==> config.mk <==
export PLATFORM = sky130hd
export DESIGN_NAME = exception_vector_reset_unit
export DESIGN_NICKNAME = d
export VERILOG_FILES = /design/src/rtl/exc_pkg.sv /design/src/rtl/sync_two_ff.sv /design/src/rtl/exc_priority.sv /design/src/rtl/exception_vector_reset_unit.sv
export SDC_FILE = /design/constraint.sdc
export NUM_CORES = 1
export LEC_CHECK = 0
export ABC_AREA = 1
export BUFFER_PORTS_ARGS = -buffer_cell sky130_fd_sc_hd__buf_2
export CORE_ASPECT_RATIO = 1.1
export CORE_MARGIN = 1
export CORE_UTILIZATION = 39
export DETAILED_ROUTE_END_ITERATION = 10
export PLACE_DENSITY_LB_ADDON = 0.3
export SYNTH_ARGS = -nofsm -noshare
export SYNTH_HDL_FRONTEND = slang
export SYNTH_SLANG_ARGS = --single-unit
==> constraint.sdc <==
create_clock -name clk -period 6.4 [get_ports clk]
set_input_delay 0.64 -clock clk [delete_from_list [all_inputs] [get_ports clk]]
set_output_delay 0.64 -clock clk [all_outputs]
set_load 0.005 [all_outputs]
==> src/rtl/exc_pkg.sv <==
// Summary of operation
// - Each exception fetches from its own fixed vector; both aborts enter abort mode, trap and address exception supervisor.
// - Vector 0x14 serves the address exception, live only in 26-bit program space.
// - Coinciding exceptions: reset, data abort, fast, normal, prefetch, undefined or trap.
// - Undefined instruction and software trap are never raised together.
// - Data abort with unmasked fast interrupt enters abort, then fast vector at once.
// - Reset held low abandons the instruction and idles on incrementing word addresses.
// - At reset end, one or two accesses from the address then reached.
// - Reset release copies program counter and status into supervisor link and saved status.
// - Reset release sets mode to supervisor 10011 and both interrupt masks.
// - After reset release, fetch starts at address zero.
// - Reset completion disables translation and flushes the lookaside buffer.
// - Reset completion disables alignment checks; cache and write buffer off and flushed.
// - Reset completion leaves 26-bit data and address, early abort, little endian.
// - Entry writes the mode code and sets the interrupt mask, fast mask for fast entry.
// - Aborts save address plus 4 or plus 8 in abort link, status in abort saved.
// - Interrupt pins are synchronised and sampled at instruction end when unmasked.
package exc_pkg;

    // ------------------------------------------------------------
    // Vector addresses.
    // ------------------------------------------------------------
    localparam logic [31:0] VEC_RESET = 32'h0000_0000;
    localparam logic [31:0] VEC_UNDEF = 32'h0000_0004;
    localparam logic [31:0] VEC_TRAP  = 32'h0000_0008;
    localparam logic [31:0] VEC_PABT  = 32'h0000_000c;
    localparam logic [31:0] VEC_DABT  = 32'h0000_0010;
    localparam logic [31:0] VEC_ADDR  = 32'h0000_0014;
    localparam logic [31:0] VEC_IRQ   = 32'h0000_0018;
    localparam logic [31:0] VEC_FIQ   = 32'h0000_001c;

    // ------------------------------------------------------------
    // Mode codes and status word layout.
    // ------------------------------------------------------------
    localparam logic [4:0]  MODE_FIQ  = 5'h11;
    localparam logic [4:0]  MODE_IRQ  = 5'h12;
    localparam logic [4:0]  MODE_SVC  = 5'h13;
    localparam logic [4:0]  MODE_ABT  = 5'h17;
    localparam logic [4:0]  MODE_UND  = 5'h1b;
    localparam int          BIT_F     = 6;
    localparam int          BIT_I     = 7;
    localparam logic [31:0] STATUS_RST = 32'h0000_00d3;

    // ------------------------------------------------------------
    // Offsets and counts.
    // ------------------------------------------------------------
    localparam logic [31:0] PABT_OFS  = 32'h0000_0004;
    localparam logic [31:0] DABT_OFS  = 32'h0000_0008;
    localparam logic [31:0] WORD_STEP = 32'h0000_0004;
    localparam logic [31:0] BUS_RST   = 32'h0000_0000;
    localparam int          RST_ACC_DEF = 2;
    localparam logic [2:0]  SYNC_RST  = 3'h7;

    // ------------------------------------------------------------
    // Types.
    // ------------------------------------------------------------
    typedef struct packed {
        logic [31:0] vector;
        logic [4:0]  mode;
    } entry_t;

    typedef struct packed {
        logic mmuOn;
        logic alignOn;
        logic cacheOn;
        logic wbOn;
        logic prog32;
        logic data32;
        logic lateAbort;
        logic bigEnd;
    } cfg_t;

    localparam cfg_t CFG_RST = 8'h00;

    typedef enum logic [2:0] {
        EXC_NONE, EXC_DABT, EXC_FIQ, EXC_IRQ,
        EXC_PABT, EXC_UNDEF, EXC_TRAP, EXC_ADDR
    } exc_t;

    typedef enum logic [1:0] {
        ST_RUN, ST_RST_IDLE, ST_RST_ACC, ST_RST_ENTRY
    } state_t;

endpackage

==> src/rtl/sync_two_ff.sv <==
`timescale 1ns/1ps
`default_nettype none
module sync_two_ff #(
    parameter int         W   = 3,
    parameter logic [W-1:0] RST = '1
) (
    // Clock and reset.
    input  wire logic         clk,
    input  wire logic         resetn,
    // Levels in and out.
    input  wire logic [W-1:0] din,
    output logic      [W-1:0] dout
);
    logic [W-1:0] meta_r;

    // The first stage feeds only the second one.
    always_ff @(posedge clk or negedge resetn) begin
        if (!resetn) begin
            meta_r <= RST;
            dout   <= RST;
        end else begin
            meta_r <= din;
            dout   <= meta_r;
        end
    end
endmodule
`default_nettype wire

==> src/rtl/exc_priority.sv <==
`timescale 1ns/1ps
`default_nettype none
module exc_priority (
    // Pending requests.
    input  wire logic dataAbort,
    input  wire logic fiqReq,
    input  wire logic irqReq,
    input  wire logic prefetchAbort,
    input  wire logic undefInstr,
    input  wire logic swTrap,
    input  wire logic addrReq,
    // Winner.
    output exc_pkg::exc_t sel
);
    // Fixed order; undefined wins over trap so a bad decode never yields both.
    assign sel = dataAbort     ? exc_pkg::EXC_DABT  :
                 fiqReq        ? exc_pkg::EXC_FIQ   :
                 irqReq        ? exc_pkg::EXC_IRQ   :
                 prefetchAbort ? exc_pkg::EXC_PABT  :
                 undefInstr    ? exc_pkg::EXC_UNDEF :
                 swTrap        ? exc_pkg::EXC_TRAP  :
                 addrReq       ? exc_pkg::EXC_ADDR  :
                                 exc_pkg::EXC_NONE;
endmodule
`default_nettype wire

==> src/rtl/exception_vector_reset_unit.sv <==
`timescale 1ns/1ps
`default_nettype none
module exception_vector_reset_unit #(
    parameter int RESET_ACCESSES = exc_pkg::RST_ACC_DEF
) (
    // Clock and reset.
    input  wire logic        clk,
    input  wire logic        resetn,
    // Pins from system logic.
    input  wire logic        chip_reset_low,
    input  wire logic        fast_irq_in_low,
    input  wire logic        normal_irq_in_low,
    // Core events.
    input  wire logic        instrEnd,
    input  wire logic [31:0] instrAddr,
    input  wire logic        dataAbort,
    input  wire logic        prefetchAbort,
    input  wire logic        undefInstr,
    input  wire logic        swTrap,
    input  wire logic        addrExc,
    // Core state updates.
    input  wire logic        statusWe,
    input  wire logic [31:0] statusIn,
    input  wire logic [31:0] pcIn,
    input  wire logic        cfgWe,
    input  wire exc_pkg::cfg_t cfgIn,
    // Entry to fetch and status logic.
    output logic             entryValid,
    output exc_pkg::entry_t  entry,
    output logic [31:0]      current_status_word,
    output logic [31:0]      supervisor_link_reg,
    output logic [31:0]      supervisor_saved_status,
    output logic [31:0]      abort_link_reg,
    output logic [31:0]      abort_saved_status,
    // Reset bus activity.
    output logic [31:0]      busAddr,
    output logic             busIdle,
    output logic             busAccess,
    // Memory system configuration.
    output exc_pkg::cfg_t    cfg,
    output logic             tlbFlush,
    output logic             cacheFlush,
    output logic             wbFlush
);

    // ------------------------------------------------------------
    // Pin synchronisers.
    // ------------------------------------------------------------
    logic [2:0] pinSync;
    wire        fiqLow = pinSync[0];
    wire        irqLow = pinSync[1];
    wire        rstLow = !pinSync[2];  // High while the reset pin is held low.

    // Two stages; interrupts react two clocks later than raw.
    sync_two_ff #(
        .W   (3),
        .RST (exc_pkg::SYNC_RST)
    ) u_sync (
        .clk    (clk),
        .resetn (resetn),
        .din    ({chip_reset_low, normal_irq_in_low, fast_irq_in_low}),
        .dout   (pinSync)
    );

    // ------------------------------------------------------------
    // Request qualification.
    // ------------------------------------------------------------
    exc_pkg::state_t state_r;
    exc_pkg::state_t state_nxt;
    logic            fiqChain_r;
    exc_pkg::exc_t   sel;
    exc_pkg::exc_t   kind;
    logic [7:0]      accCnt_r;

    // Levels only count when their mask bit is clear.
    wire fMask   = current_status_word[exc_pkg::BIT_F];
    wire iMask   = current_status_word[exc_pkg::BIT_I];
    wire fiqReq  = !fiqLow && !fMask;
    wire irqReq  = !irqLow && !iMask;
    wire addrReq = addrExc && !cfg.prog32;
    wire running = (state_r == exc_pkg::ST_RUN);

    exc_priority u_prio (
        .dataAbort     (dataAbort),
        .fiqReq        (fiqReq),
        .irqReq        (irqReq),
        .prefetchAbort (prefetchAbort),
        .undefInstr    (undefInstr),
        .swTrap        (swTrap),
        .addrReq       (addrReq),
        .sel           (sel)
    );

    // A chained fast entry overrides the normal sample point.
    assign kind = fiqChain_r ? exc_pkg::EXC_FIQ :
                  instrEnd   ? sel : exc_pkg::EXC_NONE;

    wire take      = running && !rstLow && (kind != exc_pkg::EXC_NONE);
    wire takeDabt  = take && (kind == exc_pkg::EXC_DABT);
    wire takePabt  = take && (kind == exc_pkg::EXC_PABT);
    wire chainNext = takeDabt && !fiqLow && !fMask;

    // ------------------------------------------------------------
    // Vector and mode selection.
    // ------------------------------------------------------------
    logic [31:0] entVec;
    logic [4:0]  entMode;

    // One table for every synchronous entry; reset has its own path.
    always_comb begin
        case (kind)
            exc_pkg::EXC_DABT: begin
                entVec  = exc_pkg::VEC_DABT;
                entMode = exc_pkg::MODE_ABT;
            end
            exc_pkg::EXC_FIQ: begin
                entVec  = exc_pkg::VEC_FIQ;
                entMode = exc_pkg::MODE_FIQ;
            end
            exc_pkg::EXC_IRQ: begin
                entVec  = exc_pkg::VEC_IRQ;
                entMode = exc_pkg::MODE_IRQ;
            end
            exc_pkg::EXC_PABT: begin
                entVec  = exc_pkg::VEC_PABT;
                entMode = exc_pkg::MODE_ABT;
            end
            exc_pkg::EXC_UNDEF: begin
                entVec  = exc_pkg::VEC_UNDEF;
                entMode = exc_pkg::MODE_UND;
            end
            exc_pkg::EXC_TRAP: begin
                entVec  = exc_pkg::VEC_TRAP;
                entMode = exc_pkg::MODE_SVC;
            end
            exc_pkg::EXC_ADDR: begin
                entVec  = exc_pkg::VEC_ADDR;
                entMode = exc_pkg::MODE_SVC;
            end
            default: begin
                entVec  = exc_pkg::VEC_RESET;
                entMode = exc_pkg::MODE_SVC;
            end
        endcase
    end

    // Status after entry: new mode, I set, F also for fast entry.
    logic [31:0] entStatus;
    always_comb begin
        entStatus = current_status_word;
        entStatus[4:0] = entMode;
        entStatus[exc_pkg::BIT_I] = 1'b1;
        if (kind == exc_pkg::EXC_FIQ) begin
            entStatus[exc_pkg::BIT_F] = 1'b1;
        end
    end

    // Reset status keeps the other bits but forces mode and masks.
    logic [31:0] rstStatus;
    always_comb begin
        rstStatus = current_status_word;
        rstStatus[4:0] = exc_pkg::MODE_SVC;
        rstStatus[exc_pkg::BIT_I] = 1'b1;
        rstStatus[exc_pkg::BIT_F] = 1'b1;
    end

    // ------------------------------------------------------------
    // Reset sequencer.
    // ------------------------------------------------------------
    wire accDone = (accCnt_r == 8'h00);
    wire inEntry = (state_r == exc_pkg::ST_RST_ENTRY);

    // Reset low abandons whatever is in flight, from any state.
    always_comb begin
        state_nxt = state_r;
        case (state_r)
            exc_pkg::ST_RUN: begin
                state_nxt = exc_pkg::ST_RUN;
            end
            exc_pkg::ST_RST_IDLE: begin
                if (!rstLow) begin
                    state_nxt = exc_pkg::ST_RST_ACC;
                end
            end
            exc_pkg::ST_RST_ACC: begin
                if (accDone) begin
                    state_nxt = exc_pkg::ST_RST_ENTRY;
                end
            end
            exc_pkg::ST_RST_ENTRY: begin
                state_nxt = exc_pkg::ST_RUN;
            end
            default: begin
                state_nxt = exc_pkg::ST_RST_IDLE;
            end
        endcase
        if (rstLow) begin
            state_nxt = exc_pkg::ST_RST_IDLE;
        end
    end

    // Power-up goes through the same sequence as a pin reset.
    always_ff @(posedge clk or negedge resetn) begin
        if (!resetn) begin
            state_r <= exc_pkg::ST_RST_IDLE;
        end else begin
            state_r <= state_nxt;
        end
    end

    // Accesses left before the entry; counted in the access state.
    always_ff @(posedge clk or negedge resetn) begin
        if (!resetn) begin
            accCnt_r <= 8'h00;
        end else if (state_nxt == exc_pkg::ST_RST_ACC && !(state_r == exc_pkg::ST_RST_ACC)) begin
            accCnt_r <= 8'(RESET_ACCESSES - 1);
        end else if (!accDone) begin
            accCnt_r <= accCnt_r - 8'h01;
        end
    end

    // Idle cycles walk word addresses; accesses hold the last one.
    always_ff @(posedge clk or negedge resetn) begin
        if (!resetn) begin
            busAddr   <= exc_pkg::BUS_RST;
            busIdle   <= 1'b0;
            busAccess <= 1'b0;
        end else begin
            busIdle   <= (state_nxt == exc_pkg::ST_RST_IDLE);
            busAccess <= (state_nxt == exc_pkg::ST_RST_ACC);
            if (state_r == exc_pkg::ST_RST_IDLE && rstLow) begin
                busAddr <= busAddr + exc_pkg::WORD_STEP;
            end
        end
    end

    // ------------------------------------------------------------
    // Entry output, registered one cycle after selection.
    // ------------------------------------------------------------
    always_ff @(posedge clk or negedge resetn) begin
        if (!resetn) begin
            entryValid <= 1'b0;
            entry      <= '0;
            fiqChain_r <= 1'b0;
        end else begin
            entryValid <= take || inEntry;
            fiqChain_r <= chainNext;
            if (inEntry) begin
                entry.vector <= exc_pkg::VEC_RESET;
                entry.mode   <= exc_pkg::MODE_SVC;
            end else if (take) begin
                entry.vector <= entVec;
                entry.mode   <= entMode;
            end
        end
    end

    // ------------------------------------------------------------
    // Status word and banked copies.
    // ------------------------------------------------------------
    // Hardware entry outranks a software status write in one cycle.
    always_ff @(posedge clk or negedge resetn) begin
        if (!resetn) begin
            current_status_word <= exc_pkg::STATUS_RST;
        end else if (inEntry) begin
            current_status_word <= rstStatus;
        end else if (take) begin
            current_status_word <= entStatus;
        end else if (statusWe) begin
            current_status_word <= statusIn;
        end
    end

    // Copied values have no meaning to software; only the act matters.
    always_ff @(posedge clk or negedge resetn) begin
        if (!resetn) begin
            supervisor_link_reg     <= '0;
            supervisor_saved_status <= '0;
        end else if (inEntry) begin
            supervisor_link_reg     <= pcIn;
            supervisor_saved_status <= current_status_word;
        end
    end

    // Abort link points past the faulting instruction for the retry.
    always_ff @(posedge clk or negedge resetn) begin
        if (!resetn) begin
            abort_link_reg     <= '0;
            abort_saved_status <= '0;
        end else if (takeDabt || takePabt) begin
            abort_link_reg <= instrAddr + (takeDabt ? exc_pkg::DABT_OFS
                                                    : exc_pkg::PABT_OFS);
            abort_saved_status <= current_status_word;
        end
    end

    // ------------------------------------------------------------
    // Memory system configuration.
    // ------------------------------------------------------------
    // Reset completion forces everything off, flat, 26-bit, little endian.
    always_ff @(posedge clk or negedge resetn) begin
        if (!resetn) begin
            cfg        <= exc_pkg::CFG_RST;
            tlbFlush   <= 1'b0;
            cacheFlush <= 1'b0;
            wbFlush    <= 1'b0;
        end else begin
            tlbFlush   <= inEntry;
            cacheFlush <= inEntry;
            wbFlush    <= inEntry;
            if (inEntry) begin
                cfg <= exc_pkg::CFG_RST;
            end else if (cfgWe) begin
                cfg <= cfgIn;
            end
        end
    end
endmodule
`default_nettype wire

==> results of run 1 <==
[metrics by stage]
stage               power (mW)  hold WS (ps)  cell area, sq um
finish                    4.79           122             13000
global route              5.11           181             13000
CTS                       4.85           181             13000
detailed placement        3.35           348             12100
global placement          3.32           347             12100
floorplan                 2.69           344             10500
[synthesized netlist by cell type (7+ instances only)]
cell type / count / share of area (%)
inv_1: 121 / 4.4
a21oi_1: 7 / 0.34
xor2_1: 35 / 3.0
nor2_2: 8 / 0.48
buf_4: 35 / 2.5
nor2_1: 53 / 1.9
buf_6: 11 / 1.2
o21ai_0: 59 / 2.8
nand3_1: 38 / 1.8
o21ai_1: 26 / 1.3
o21ai_2: 20 / 1.7
nand2_1: 407 / 15
nor3_1: 20 / 0.97
clkbuf_1: 18 / 0.65
nand4_1: 22 / 1.3
dfstp_2: 12 / 3.0
xnor2_1: 21 / 1.8
ha_1: 9 / 1.1
dfrtp_1: 215 / 52
[cells in the final DEF, fill, tap and decap left out, types with 3 or more instances in the layout]
master,n
a21oi_1,7
buf_2,327
buf_4,3
clkbuf_1,8
clkbuf_16,27
clkbuf_8,4
clkinv_2,4
conb_1,31
dfrtp_1,215
dfstp_2,12
diode_2,8
ha_1,8
inv_1,120
inv_2,5
nand2_1,407
nand2_2,4
nand3_1,38
nand3_2,3
nand4_1,22
nor2_1,53
nor2_2,8
nor3_1,20
nor3_2,4
nor4_1,5
o21ai_0,59
o21ai_1,26
o21ai_2,20
xnor2_1,21
xor2_1,35
[logic make-up after synthesis]
| kind of cell | after synthesis | share of synthesized area, % |
|---|---|---|
| other | 1 | 0.0362 |
| adders and majority gates | 10 | 1.28 |
| and+or+nand+nor | 572 | 23.2 |
| DFF | 227 | 54.9 |
| xor gates and xnor gates | 56 | 4.73 |
| buffers and inverters | 197 | 9.26 |
| AOI/OAI and AO/OA | 117 | 6.58 |
[metal layers]
metal,up-vias,global-route usage (%),part of all wire [%]
li1,4275,-,-
met1,4077,25.9,41
met2,305,34.5,49
met3,50,5.01,7.4
met4,2,7.00,2.7
met5,-,0,0.046
[cell type report]
type | instances | area share, %
Sequential cell | 227 | 43.8
Multi-Input combinational cell | 786 | 29.5
Timing Repair Buffer | 332 | 13.0
Clock buffer | 39 | 5.85
Inverter | 126 | 3.65
Tap cell | 352 | 3.39
Clock inverter | 6 | 0.645
Antenna cell | 8 | 0.154
[worst paths after layout]
kind,startpoint,endpoint,slack (ps),depth (start not counted)
worst max-delay path,current_status_word[6]$_DFFE_PN1P_,abort_link_reg[20]$_DFFE_PN0P_,3060,18
worst min register to register,u_sync.meta_r[2]$_DFF_PN1_,u_sync.dout[2]$_DFF_PN1_,360,0
worst max register to register,current_status_word[6]$_DFFE_PN1P_,abort_link_reg[20]$_DFFE_PN0P_,3060,18
max in group asynchronous,resetn,current_status_word[2]$_DFFE_PN0P_,5100,2
worst min-delay path,resetn,abort_link_reg[9]$_DFFE_PN0P_,120,1
min in group clk,chip_reset_low,u_sync.meta_r[2]$_DFF_PN1_,210,1
[critical path, stage by stage, from the launching register on]
cell and delay [ps]:
dfstp_2 560, nor2_1 70, nor2_2 120, nand2_1 100, a21oi_4 200, inv_1 100
nor2_1 140, nand3_1 260, fa_1 540, nor2_1 120, nand2_1 100, inv_1 130
nand2_1 120, nor3_1 150, nand3_1 130, nor2_1 140, xor2_1 160, nand2_1 70
nand2_1 80
[power groups by stage]
stage / Sequential [mW] / Combinational (mW) / Clock (mW)
detailed placement: 2.14 / 1.21 / 0
CTS: 2.12 / 1.21 / 1.52
global placement: 2.14 / 1.18 / 0
global route: 2.18 / 1.35 / 1.58
finish: 2.12 / 1.18 / 1.48
floorplan: 2.14 / 0.548 / 0
==> reports/metrics.yaml, run 1 <==
grt:
  grt_pass1_wl_um: 44100
  grt_overflow: 0
  grt_max_degree: 132
  antenna_found_initial: 9
  globalRouteTotalUtil_pct: 20.6
  grt_pass1_vias: 8266
timing:
  fmax_ghz: 0.299
  setup_viol: 0
  period_minus_slack_ps: 3340
  slew_viol_final: 0
  fin_ws_ps: 3060
  rsz0062_at_grt: "no"
  fin_skew_ps: 19.7
  finalHoldViolCount: 0
  tns_ps: 0
  finalCritPeriodShare_pct: 52.2
  relSlewSlack_pct: 27.6
  worst_pin_slew_ps: 1090
logic_synthesis:
  synth_warnings: 0
  synth_seq_cells: 227
  synth_ff_type: "dfrtp_1"
  synth_edf_count: 0
  syn_area_sq_mm: 0.0104
  yosysUniqueCellTypes: 39
  synthCells: 1180
  async_reset_ff_share_pct: 100
  syn_area_per_cell_sq_um: 8.79
  seq_area_frac_synth_pct: 54.9
final_layout:
  layout.area.seq_sq_mm: 0.00570
  final_layout_size_suffix_gt1_share_pct: 28.6
  syn_to_final_growth_pct: 25.4
  finalNonFillerCells: 1876
  multi_input_area_sq_mm: 0.00383
  nFillCells: 2572
  fin_nets: 1626
  post-route-util_pct: 49.7
die:
  core.rowCount: 62
  pin_count: 360
  start_util_pct: 39.7
  die_w_um: 157
  die_h_um: 173
  design.core.area_sq_mm: 0.0261
  dieArea_sq_mm: 0.0272
power:
  p_leak_nw: 7.24
  p_per_area_mw_per_mm2: 368
  net-switching-power_mw: 1.50
  clockPowerShare_pct: 30.9
  seqPwrFrac_pct: 44.4
  swShare_pct: 31.4
  internal_power_mw: 3.28
  pwr-share-comb_pct: 24.7
  irDropWorstVdd_mv: 0.186
detailed_routing:
  drt-initial-drc-count: 422
  ant_nets: 0
  viasPerCell: 4.64
  finalWirelength_um: 28200
  drc: 0
  vias: 8709
  avgRoutedWirePerCell_um: 15.0
  dr.pass1.iters: 5
outcome:
  status: "completed"
place:
  post-place-ws_ps: 2800
  placement.io_buffers: 328
  dp.cells: 1823
  place_congestion: 0.917
  hpwl_um: 20300
setup_path:
  critical_path_class: "flop to flop"
  cp-end-kind: "flop"
  worst_ep_required_time_ps: 6860
  cp_max_fo: 5
  crit_arrival_ps: 3800
  worst_setup_path_start_kind: "flop"
clocking:
  cts_hold_buffers: 0
  cts.sinks: 227
  cts_resized: 0
  clock_latency_ps: 530
  cts-root-buf: "clkbuf_16"
  clkTransAtPathRegs_ps: 60
  cts_tree: "done"
  post_cts_buffers: 0
  htreeDepth: 1
  cts_buffer_depth: 3
  cts_buffers: 26
worst_hold_path:
  min_path_type: "input pin to async pin"
job:
  max_cap_violations: 0
Power figures use the tool's default switching activity.
==> inputs of run 2 (changes only) <==
==> constraint.sdc (replaced) <==
create_clock -name clk -period 3.4 [get_ports clk]
set_input_delay 0.34 -clock clk [delete_from_list [all_inputs] [get_ports clk]]
set_output_delay 0.34 -clock clk [all_outputs]
set_load 0.005 [all_outputs]
==> run 2 against run 1 <==
Net effect: worst setup slack lost 2800 ps; non-clock buffer count grew 27; critical path depth is the same; clock power grew 95%; via count grew 1.2%; critical endpoint unchanged.
==> reports/metrics.yaml, run 2 (synthesis results as in run 1) <==
outcome:
  status: "completed"
detailed_routing:
  dr.pass1.iters: 6  # +1
  ant_nets: 0  # unchanged
  drt-initial-drc-count: 549  # +30%
  finalWirelength_um: 29100  # +3.4%
  drc: 0  # unchanged
  viasPerCell: 4.63  # -0.36%
  avgRoutedWirePerCell_um: 15.3  # +1.8%
  vias: 8816  # +1.2%
job:
  max_cap_violations: 0  # unchanged
setup_path:
  cp-end-kind: "flop"
  slowest_delay_ps: 550  # about the same
  worstPathCellList: "nor2_1, nor2_2, nand2_1, a21oi_4, inv_1, nor2_1, nand3_2, fa_2, nor2_1, nand2_1, inv_1, nand2_1, nor3_1, nand3_1, nor2_1, xor2_1, nand2_1, nand2_1"
  crit_arrival_ps: 3590  # -210 ps
  cp_slowest_cell: "dfstp_2"
  cp_common_cell: "nand2_1"
  cp_max_fo: 5  # unchanged
  worst_setup_path_start_kind: "flop"
  worst_ep_required_time_ps: 3870  # -2990 ps
  critical_path_class: "flop to flop"
die:
  pin_count: 360  # unchanged
  die_h_um: 173  # unchanged
  dieArea_sq_mm: 0.0272  # unchanged
  core.rowCount: 62  # unchanged
  start_util_pct: 39.7  # unchanged
  design.core.area_sq_mm: 0.0261  # unchanged
  die_w_um: 157  # unchanged
final_layout:
  final_layout_size_suffix_gt1_share_pct: 29.3  # +0.67 points
  finalNonFillerCells: 1906  # +1.6%
  syn_to_final_growth_pct: 28.3
  final_common_cell: "nand2_1"
  fin_nets: 1653  # +1.7%
  nFillCells: 2541  # -1.2%
  layout_common_cells: "nand2_1, buf_2, dfrtp_1"
place:
  place_congestion: 0.937  # +2.1%
  dp.cells: 1832  # +0.49%
  hpwl_um: 21100  # +4.0%
  post-place-ws_ps: 109  # -2690 ps
  placement.io_buffers: 328  # unchanged
clocking:
  cts-root-buf: "clkbuf_16"
  cts_buffers: 26  # unchanged
  cts.sinks: 227  # unchanged
  clkTransAtPathRegs_ps: 60  # about the same
  htreeDepth: 1  # unchanged
  cts_buffer_depth: 3  # unchanged
  clock_latency_ps: 530  # about the same
  cts_tree: "done"
timing:
  period_minus_slack_ps: 3120  # -218 ps
  tns_ps: 0  # unchanged
  fmax_ghz: 0.320  # +7.0%
  fin_skew_ps: 7.42  # -12.3 ps
  finalHoldViolCount: 0  # unchanged
  worst_pin_slew_ps: 1030  # -58.3 ps
  fin_ws_ps: 278  # -2780 ps
  setup_viol: 0  # unchanged
  relSlewSlack_pct: 31.5  # +4.0 points
  slew_viol_final: 0  # unchanged
  finalCritPeriodShare_pct: 91.8  # +40 points
  hold_slack_ps: 16.2  # -106 ps
grt:
  grt_pass1_wl_um: 45500  # +3.0%
  antenna_found_initial: 9  # unchanged
  grt_overflow: 0  # unchanged
  globalRouteTotalUtil_pct: 21.4  # +0.79 points
  grt_max_degree: 103  # -22%
  grt_pass1_vias: 8714  # +5.4%
worst_hold_path:
  min_path_type: "input pin to flop"
power:
  p_per_area_mw_per_mm2: 688  # +87%
  total_power_mw: 9.16  # +91%
  p_leak_nw: 7.39  # +2.1%
  irDropWorstVdd_mv: 0.400  # +110%
run 2: cell count changes in the layout (fill, tap and decap cells not counted), moves of 4 or more:
cell / before / now
dlygate4sd3_1: 0 / 17
buf_4: 3 / 12
clkinv_2: 4 / 10
clkbuf_1: 8 / 4
run 2: path summary, 6_finish.rpt:
path	from	cells past startpoint	slack, ps	to
setup / recovery	current_status_word[7]$_DFFE_PN1P_	18	280	abort_link_reg[20]$_DFFE_PN0P_
hold / removal	pcIn[14]	3	20	supervisor_link_reg[14]$_DFFE_PN0P_
setup reg to reg	current_status_word[7]$_DFFE_PN1P_	18	280	abort_link_reg[20]$_DFFE_PN0P_
hold reg to reg	u_sync.meta_r[0]$_DFF_PN1_	0	360	u_sync.dout[0]$_DFF_PN1_
max in group asynchronous	resetn	3	2070	u_sync.dout[1]$_DFF_PN1_
min in group asynchronous	resetn	2	450	abort_link_reg[11]$_DFFE_PN0P_
run 2: cell type report:
class                      instances  area, sq um  share of cell area [%]
timing repair buffer             359         1950                    14.7
clock inverter                    14          151                    1.14
tap                              352          440                    3.31
inverter                         126          474                    3.56
antenna                            8         20.0                   0.150
sequential                       227         5700                    42.8
clock buffer                      34          732                    5.50
multi-input combinational        786         3840                    28.9
run 2: worst max-delay path: cells and delay by family (launching register included):
kind                       cells  cell delay (ps)
AOI/OAI and AO/OA              1              190
xor gates and xnor gates       1              150
DFF                            1              550
adders and majority gates      1              430
and+or+nand+nor               13             1500
buffers and inverters          2              230
run 2: power by group:
group	leakage (nW)	total (mW)	internal [mW]	switching (mW)
logic	4.08	2.28	1.02	1.26
clock network	0.441	2.88	1.74	1.13
registers	2.87	4.00	3.50	0.507
total	7.39	9.16	6.26	2.90
run 2: timing repair:
| action | 4_1_cts | 5_1_grt |
|---|---|---|
| endpoints found under the setup margin | 0 | 5 |
| gates resized for setup | 0 | 2 |
| endpoints found under the hold margin | 112 | 0 |
| hold buffers | 17 | 0 |
| buffers inserted | 0 | 1 |
run 2: through the flow:
step | area (sq um) | util (%)
2_1_floorplan | 10500 | -
5_1_grt | 13300 | 50.9
3_3_place_gp | 12200 | 46.7
4_1_cts | 13300 | 50.8
6_report | 13300 | 50.9
3_5_place_dp | 12200 | 46.7
run 2: per-layer routing:
metal / wire [um] / global-route usage, % / vias up
met4: 982 / 8.62 / 2
met5: 13 / 0 / -
li1: - / - / 4318
met1: 11900 / 26.2 / 4126
met3: 2050 / 4.79 / 58
met2: 14200 / 36.3 / 312
